File: config.mk
export PLATFORM = sky130hd
export DESIGN_NAME = ioxp_port
export DESIGN_NICKNAME = d
export VERILOG_FILES = /design/src/core/ioxp_pkg.sv /design/src/core/ioxp_port.sv
export VERILOG_INCLUDE_DIRS = /design/src /design/src/core
export SDC_FILE = /design/constraint.sdc
export NUM_CORES = 1
export LEC_CHECK = 0
export ABC_AREA = 0
export BUFFER_PORTS_ARGS = -buffer_cell sky130_fd_sc_hd__buf_2
export CAP_MARGIN = 20
export CORE_MARGIN = 2
export CORE_UTILIZATION = 51
export DETAILED_ROUTE_END_ITERATION = 8
export GPL_ROUTABILITY_DRIVEN = 0
export PLACE_DENSITY = 0.81
export RECOVER_POWER = 100
export SLEW_MARGIN = 10
export SYNTH_ARGS = -nofsm -noshare
export SYNTH_HDL_FRONTEND = slang
export SYNTH_SLANG_ARGS = --single-unit
File: constraint.sdc
create_clock -name mclk -period 2 [get_ports mclk]
set_input_delay 0.4 -clock mclk [delete_from_list [all_inputs] [get_ports mclk]]
set_output_delay 0.4 -clock mclk [all_outputs]
set_load 0.1 [all_outputs]
File: src/core/ioxp_defs.svh
`ifndef IOXP_DEFS_SVH
`define IOXP_DEFS_SVH
// ==========================================
// register word offsets (byte addresses)
`define IOXP_A_INPUT 6'h00
`define IOXP_A_OUTPUT 6'h04
`define IOXP_A_DIR 6'h08
`define IOXP_A_LATCH 6'h0C
`define IOXP_A_PULLEN 6'h10
`define IOXP_A_PULLSEL 6'h14
`define IOXP_A_MASK 6'h18
`define IOXP_A_STATUS 6'h1C
`define IOXP_A_ODCFG 6'h20
// ==========================================
// reset values
`define IOXP_RST_ZERO 16'h0000
`define IOXP_RST_ONES 16'hFFFF
`define IOXP_RST_DIR 16'hFFFF
// ==========================================
// field positions
`define IOXP_OD_P0 0
`define IOXP_OD_P1 1
`define IOXP_PORT_W 8
`define IOXP_UNMAPPED 32'h0000_0000
`endif

File: src/core/ioxp_pkg.sv
package ioxp_pkg;
    // bus slave states, one-hot
    typedef enum logic [1:0]
    {
        IOXP_IDLE = 2'b01,
        IOXP_RESP = 2'b10
    } ioxp_bus_type;
endpackage

File: src/core/ioxp_port.sv
// Design decisions made here: the placing of the registers and the Avalon-MM slave port.
`timescale 1ns/10ps
`default_nettype none
`include "ioxp_defs.svh"
module ioxp_port #(
    parameter int N = 16
) (
    input wire logic mclk, // 100 MHz clock
    input wire logic rstn, // async reset, active low
    input wire logic por_ok, // power-on detector: supply above por_threshold
    input wire logic reset_pin_n, // device reset pin, active low
    input wire logic [N-1:0] pin_in, // pad levels
    output logic [N-1:0] pin_out, // pad drive level
    output logic [N-1:0] pin_oe, // pad driver enable
    output logic [N-1:0] pull_up_en, // pull-up resistor connected
    output logic [N-1:0] pull_dn_en, // pull-down resistor connected
    output logic [N-1:0] in_buf_en, // input buffer enabled
    output logic irq_n_out, // interrupt pad output (always 0)
    output logic irq_n_oe, // interrupt pad enable, high pulls low
    input wire logic [5:0] address, // avalon byte address
    input wire logic read, // avalon read
    input wire logic write, // avalon write
    input wire logic [31:0] writedata, // avalon write data
    input wire logic [3:0] byteenable, // avalon byte enables
    output logic [31:0] readdata, // avalon read data
    output logic waitrequest // avalon wait
);
    localparam int PW = `IOXP_PORT_W;

    // ==========================================
    // reset gathering
    // internal reset: por and pin both must be high; reset pin is synchronised
    logic rp_s1;
    logic rp_s2;
    logic po_s1;
    logic po_s2;
    always_ff @(posedge mclk or negedge rstn)
    begin
        if (!rstn)
        begin
            rp_s1 <= 1'b0;
            rp_s2 <= 1'b0;
            po_s1 <= 1'b0;
            po_s2 <= 1'b0;
        end
        else
        begin
            rp_s1 <= reset_pin_n;
            rp_s2 <= rp_s1;
            po_s1 <= por_ok;
            po_s2 <= po_s1;
        end
    end
    // sync reset level; pulse width is the controller's duty
    logic soft_rst;
    assign soft_rst = !po_s2 || !rp_s2;

    // ==========================================
    // pin synchroniser, second stage only is used
    logic [N-1:0] pin_s1;
    logic [N-1:0] pin_s2;
    always_ff @(posedge mclk or negedge rstn)
    begin
        if (!rstn)
        begin
            pin_s1 <= `IOXP_RST_ZERO;
            pin_s2 <= `IOXP_RST_ZERO;
        end
        else
        begin
            pin_s1 <= pin_in;
            pin_s2 <= pin_s1;
        end
    end

    // ==========================================
    // registers and interrupt state
    logic [N-1:0] outv, dir, latch_en, pull_en, pull_sel, mask;
    logic [1:0] od_cfg;
    logic [N-1:0] ref_val, pend, latched;
    logic [N-1:0] next_outv, next_dir, next_latch_en, next_pull_en, next_pull_sel, next_mask;
    logic [1:0] next_od_cfg;
    logic [N-1:0] next_ref_val, next_pend, next_latched;
    ioxp_pkg::ioxp_bus_type bstate, next_bstate;
    logic [31:0] next_readdata;

    logic [N-1:0] is_in;
    logic [N-1:0] in_view;
    logic [N-1:0] od_bits;
    logic take;
    logic [3:0] be;
    logic [N-1:0] wmask;
    logic [N-1:0] rd_clr;

    assign is_in = dir;
    assign od_bits = {{PW{od_cfg[`IOXP_OD_P1]}}, {PW{od_cfg[`IOXP_OD_P0]}}};
    // latched pins show the held value, others the live level
    assign in_view = (latch_en & latched) | (~latch_en & pin_s2);
    // requests are only taken out of reset, in idle
    assign take = (read || write) && bstate == ioxp_pkg::IOXP_IDLE && !soft_rst;
    assign be = byteenable;
    assign wmask = {{PW{be[1]}}, {PW{be[0]}}};

    // next-state for registers, bus and interrupt logic
    always_comb
    begin
        next_outv = outv;
        next_dir = dir;
        next_latch_en = latch_en;
        next_pull_en = pull_en;
        next_pull_sel = pull_sel;
        next_mask = mask;
        next_od_cfg = od_cfg;
        next_bstate = bstate;
        next_readdata = readdata;
        rd_clr = `IOXP_RST_ZERO;
        unique case (bstate)
            ioxp_pkg::IOXP_IDLE:
            begin
                if (take)
                begin
                    next_bstate = ioxp_pkg::IOXP_RESP;
                    next_readdata = `IOXP_UNMAPPED;
                    if (write)
                    begin
                        unique case (address)
                            `IOXP_A_OUTPUT: next_outv = (outv & ~wmask) | (writedata[N-1:0] & wmask);
                            `IOXP_A_DIR: next_dir = (dir & ~wmask) | (writedata[N-1:0] & wmask);
                            `IOXP_A_LATCH: next_latch_en = (latch_en & ~wmask) | (writedata[N-1:0] & wmask);
                            `IOXP_A_PULLEN: next_pull_en = (pull_en & ~wmask) | (writedata[N-1:0] & wmask);
                            `IOXP_A_PULLSEL: next_pull_sel = (pull_sel & ~wmask) | (writedata[N-1:0] & wmask);
                            `IOXP_A_MASK: next_mask = (mask & ~wmask) | (writedata[N-1:0] & wmask);
                            `IOXP_A_ODCFG:
                            begin
                                if (be[0])
                                begin
                                    next_od_cfg = writedata[1:0];
                                end
                            end
                            default: next_od_cfg = od_cfg;
                        endcase
                    end
                    else
                    begin
                        unique case (address)
                            `IOXP_A_INPUT:
                            begin
                                next_readdata = {16'h0000, in_view};
                                rd_clr = wmask;
                            end
                            `IOXP_A_OUTPUT: next_readdata = {16'h0000, outv};
                            `IOXP_A_DIR: next_readdata = {16'h0000, dir};
                            `IOXP_A_LATCH: next_readdata = {16'h0000, latch_en};
                            `IOXP_A_PULLEN: next_readdata = {16'h0000, pull_en};
                            `IOXP_A_PULLSEL: next_readdata = {16'h0000, pull_sel};
                            `IOXP_A_MASK: next_readdata = {16'h0000, mask};
                            `IOXP_A_STATUS: next_readdata = {16'h0000, pend & ~mask};
                            `IOXP_A_ODCFG: next_readdata = {30'h0000_0000, od_cfg};
                            default: next_readdata = `IOXP_UNMAPPED;
                        endcase
                    end
                end
            end
            ioxp_pkg::IOXP_RESP: next_bstate = ioxp_pkg::IOXP_IDLE;
        endcase

        // reference updates on read of the port; latched capture holds
        next_ref_val = ref_val;
        next_latched = latched;
        next_pend = pend;
        for (int i = 0; i < N; i++)
        begin
            if (!is_in[i])
            begin
                // outputs neither capture nor flag; ref left stale on purpose
                next_pend[i] = 1'b0;
                next_latched[i] = pin_s2[i];
            end
            else
            begin
                if (rd_clr[i])
                begin
                    // restart from the live level, else a reverted latch flags the same edge twice
                    next_ref_val[i] = pin_s2[i];
                    next_latched[i] = pin_s2[i];
                    next_pend[i] = 1'b0;
                end
                if (latch_en[i])
                begin
                    // capture first change, hold it until read
                    if (pin_s2[i] != ref_val[i] && !pend[i])
                    begin
                        next_latched[i] = pin_s2[i];
                        next_pend[i] = 1'b1;
                    end
                end
                else
                begin
                    next_latched[i] = pin_s2[i];
                    // edge vs reference; read clear wins over set
                    // a stale ref after output-to-input gives a false flag
                    if (pin_s2[i] != ref_val[i] && !rd_clr[i])
                    begin
                        next_pend[i] = 1'b1;
                    end
                    else if (pin_s2[i] == ref_val[i])
                    begin
                        next_pend[i] = 1'b0;
                    end
                end
            end
        end
    end

    // register stage; sync soft reset loads defaults, but ref and latched take the live pin level
    always_ff @(posedge mclk or negedge rstn)
    begin
        if (!rstn)
        begin
            outv <= `IOXP_RST_ONES;
            dir <= `IOXP_RST_DIR;
            latch_en <= `IOXP_RST_ZERO;
            pull_en <= `IOXP_RST_ZERO;
            pull_sel <= `IOXP_RST_ONES;
            mask <= `IOXP_RST_ONES;
            od_cfg <= 2'b00;
            ref_val <= `IOXP_RST_ZERO;
            latched <= `IOXP_RST_ZERO;
            pend <= `IOXP_RST_ZERO;
            bstate <= ioxp_pkg::IOXP_IDLE;
            readdata <= `IOXP_UNMAPPED;
        end
        else if (soft_rst)
        begin
            outv <= `IOXP_RST_ONES;
            dir <= `IOXP_RST_DIR;
            latch_en <= `IOXP_RST_ZERO;
            pull_en <= `IOXP_RST_ZERO;
            pull_sel <= `IOXP_RST_ONES;
            mask <= `IOXP_RST_ONES;
            od_cfg <= 2'b00;
            ref_val <= pin_s2;
            latched <= pin_s2;
            pend <= `IOXP_RST_ZERO;
            bstate <= ioxp_pkg::IOXP_IDLE;
            readdata <= `IOXP_UNMAPPED;
        end
        else
        begin
            outv <= next_outv;
            dir <= next_dir;
            latch_en <= next_latch_en;
            pull_en <= next_pull_en;
            pull_sel <= next_pull_sel;
            mask <= next_mask;
            od_cfg <= next_od_cfg;
            ref_val <= next_ref_val;
            latched <= next_latched;
            pend <= next_pend;
            bstate <= next_bstate;
            readdata <= next_readdata;
        end
    end

    // wait until the response cycle; refused requests stall
    assign waitrequest = bstate != ioxp_pkg::IOXP_RESP;

    // ==========================================
    // pad stage
    always_comb
    begin
        for (int i = 0; i < N; i++)
        begin
            // open-drain output only drives low
            pin_out[i] = outv[i];
            pin_oe[i] = !is_in[i] && !(od_bits[i] && outv[i]);
            in_buf_en[i] = is_in[i];
            pull_up_en[i] = pull_en[i] && !od_bits[i] && pull_sel[i];
            pull_dn_en[i] = pull_en[i] && !od_bits[i] && !pull_sel[i];
        end
    end

    // unmasked pending pins pull the interrupt line low
    assign irq_n_out = 1'b0;
    assign irq_n_oe = |(pend & ~mask);
endmodule
`default_nettype wire

==> impl_metrics.json <==
{
  "outcome": "finished with violations",
  "violations": "setup timing",
  "synth_compound_area_share_pct": 21.53,
  "final_hold_viol_count": 0,
  "synthCells": 853,
  "routed-via-count": 8743,
  "wl_per_cell_um": 23.89,
  "vdd_drop_max_mv": 0.6310,
  "yosysWarningCount": 0,
  "cp-start-kind": "flop",
  "antenna_found_initial": 0,
  "drv_slew": 0,
  "period_needed_ps": 2423,
  "maxCapViolCount": 0,
  "die_h_um": 143.6,
  "cts_sinks": 200,
  "post-route-period-util_pct": 121.1,
  "async_flop_share_pct": 100.0,
  "core_area_sq_um": 19270,
  "post-route-util_pct": 67.11,
  "clk_pin_slew_ps": 70,
  "cts_tree": "yes",
  "dieArea_sq_um": 20630,
  "syn-cell-area_sq_um": 9945,
  "worst_slew_pin_slew_ps": 1241,
  "synth_area_leaders": "dfrtp_1 34%, dfstp_2 17%, o22a_1 5.6%",
  "synth.avg_cell_area_sq_um": 11.66,
  "endpoint_kind": "output pin",
  "ctsRootBufferMaster": "clkbuf_16",
  "grt_pass1_wl_um": 47280,
  "dp_hpwl_um": 21460,
  "required_ps": 1600,
  "crit_type": "flop to output pin",
  "cp.arrival_ps": 2020,
  "dr.pass1.iters": 9,
  "yosysTopAreaCell": "dfrtp_1",
  "initial_core_util_pct": 51.60,
  "crit_chain": "nor2b_4 -> a2111oi_4 -> nand2_1 -> nand4b_1 -> buf_8",
  "power_leakage_nw": 5.423,
  "drive_above_1_share_pct": 37.76,
  "total_power_mw": 8.903,
  "nets": 1105,
  "ys_types": 60,
  "drc": 0,
  "grt_pass1_vias": 8172,
  "clk_latency_ps": 450,
  "diodes": 0,
  "cts_buffers": 17,
  "via_per_inst": 6.629,
  "pin_count": 179,
  "ant_nets": 0,
  "ys_seq_elements": 200,
  "hold_path_class": "input port to flop",
  "grtUsageTotal_pct": 30.33,
  "critical_path.max_fanout": 3,
  "max_freq_ghz": 0.4127,
  "slowest_stage": "dfstp_2",
  "setup_tns_ps": -1944,
  "routed_wl_um": 31520,
  "synth_edf_count": 0,
  "synth-xor-area-share_pct": 1.409,
  "slew_headroom_pct": 17.24,
  "setup_ws_ps": -422.9,
  "yosysSeqAreaShare_pct": 51.14,
  "chipWidth_um": 143.6,
  "htree_levels": 4,
  "grt_setup_unrepaired": "yes",
  "grt-ovfl-total": 0,
  "stdcell_count": 1319,
  "synth_top_family_by_area": "compound AO/OA/AOI/OAI gates",
  "yosys.area.top_type_share_pct": 33.97,
  "dr.first_iter.drc_count": 1175,
  "std_cell_rows": 51,
  "fin_worst_skew_ps": 7.662,
  "finalSetupViolCount": 60,
  "post-place-cells": 1276,
  "clockBufferDepth": 2,
  "grt_max_degree": 52,
  "crit_family": "flip-flops",
  "synthAdderAreaFrac_pct": 0,
  "crit_path_max_incr_delay_ps": 580,
  "power_density_nw_per_um2": 688.4,
  "synth-simple-area-share_pct": 13.01,
  "yosys-mux-area-fraction_pct": 8.795,
  "yosys_most_used_dff": "dfrtp_1",
  "cp_num_buf_inv": 1,
  "portBuffers": 143,
  "area.growth.synth_to_final_pct": 30.05
}
## cell families after synthesis
logic type | after synthesis
DFF | 200
muxes | 72
xor gates and xnor gates | 16
and+or+nand+nor | 206
other | 1
buffers and inverters | 86
AOI/OAI and AO/OA | 272
## report_power, final
group          internal [mW]  switching (mW)  total, mW
Sequential              4.15          0.0912       4.25
Combinational          0.298           0.639      0.937
Clock                   2.14            1.58       3.72
Total                   6.60            2.31       8.90
## what timing repair did
action	CTS	global route
endpoints found under the setup margin	40	72
setup buffers	5	3
hold endpoints to repair	27	0
pin swaps	2	9
gates cloned	1	1
hold buffers	1	0
resized for setup	53	50
## metal layers
metal  global-route usage [%]  vias to the layer above  routed length (um)
li1                         -                     3661                   -
met1                    42.41                     4346               12210
met2                    44.46                      618               14130
met3                    7.797                      118                3740
met4                    13.98                        0                1438
met5                        0                        -                   0
## layout by cell type (no fill, tap or decap), drive strengths merged, types with 19 or more instances in the layout
cell and count:
buf 179, dfrtp 135, clkbuf 66, dfstp 65, o22a 64, a21oi 44
mux2 43, a22o 32, nand2 30, nor3b 27, nor2b 23, nand2b 22
and3b 22, nor3 21, mux2i 21, nand3 20, o2111ai 20, a22oi 19
## cells in the mapped netlist, types with 18 or more instances
cell       count
dfrtp_1      135
dfstp_2       65
o22a_1        64
a21oi_1       44
clkbuf_1      40
a22o_1        32
mux2_1        31
nand2_1       30
nor3b_1       27
nor2b_1       23
and3b_1       22
nand2b_1      22
mux2i_1       21
nor3_1        21
nand3_1       20
o2111ai_1     20
a22oi_1       19
buf_4         18
## worst reg2reg max path: cells and delay by family (launching register included)
family	cells	cell delay, ps
AND/OR/NAND/NOR	3	1040
flip-flops	1	580
AO/OA/AOI/OAI	1	200
buffers and inverters	1	160
## through the flow
step | setup WS [ps] | hold WS [ps] | instance area [sq um]
6_report | -422.9 | 57.51 | 12930
5_1_grt | -450.4 | 46.96 | 12930
4_1_cts | -382.2 | 48.88 | 12890
3_5_place_dp | -98.02 | 334.7 | 12010
3_3_place_gp | -42.30 | 331.9 | 12010
2_1_floorplan | -539.7 | 104.4 | 10160
## final cells by class
class | instances | area [sq um]
well taps | 265 | 331.6
fillers | 1383 | 6339
clock buffers | 19 | 442.9
multi-input cells | 583 | 4836
flip-flops and latches | 200 | 5091
inverters | 12 | 45.04
clock inverters | 13 | 192.7
repair buffers | 227 | 1993
## registers in the layout (all words and copies together) (netlist names), 2 cells and up
name,count
mask,16
ref_val,16
od_cfg,2
pin_s1,16
pin_s2,16
latched,16
pend,16
in_buf_en,16
pull_sel,16
pull_en,16
readdata,16
pin_out,16
bstate,2
latch_en,16
## worst paths after layout
| kind | cells past startpoint | to | slack (ps) | from |
|---|---|---|---|---|
| min in group asynchronous | 2 | pin_s1[1] | 750 | rstn |
| max in group asynchronous | 3 | pull_sel[4] | 150 | rstn |
| setup / recovery | 5 | irq_n_oe | -420 | mask[10] |
| hold / removal | 1 | pin_s1[12] | 60 | pin_in[12] |
| hold reg to reg | 0 | pin_s2[12] | 340 | pin_s1[12] |
| setup reg to reg | 5 | latch_en[14] | -50 | bstate[0] |
(Power assumes the default switching activity.)
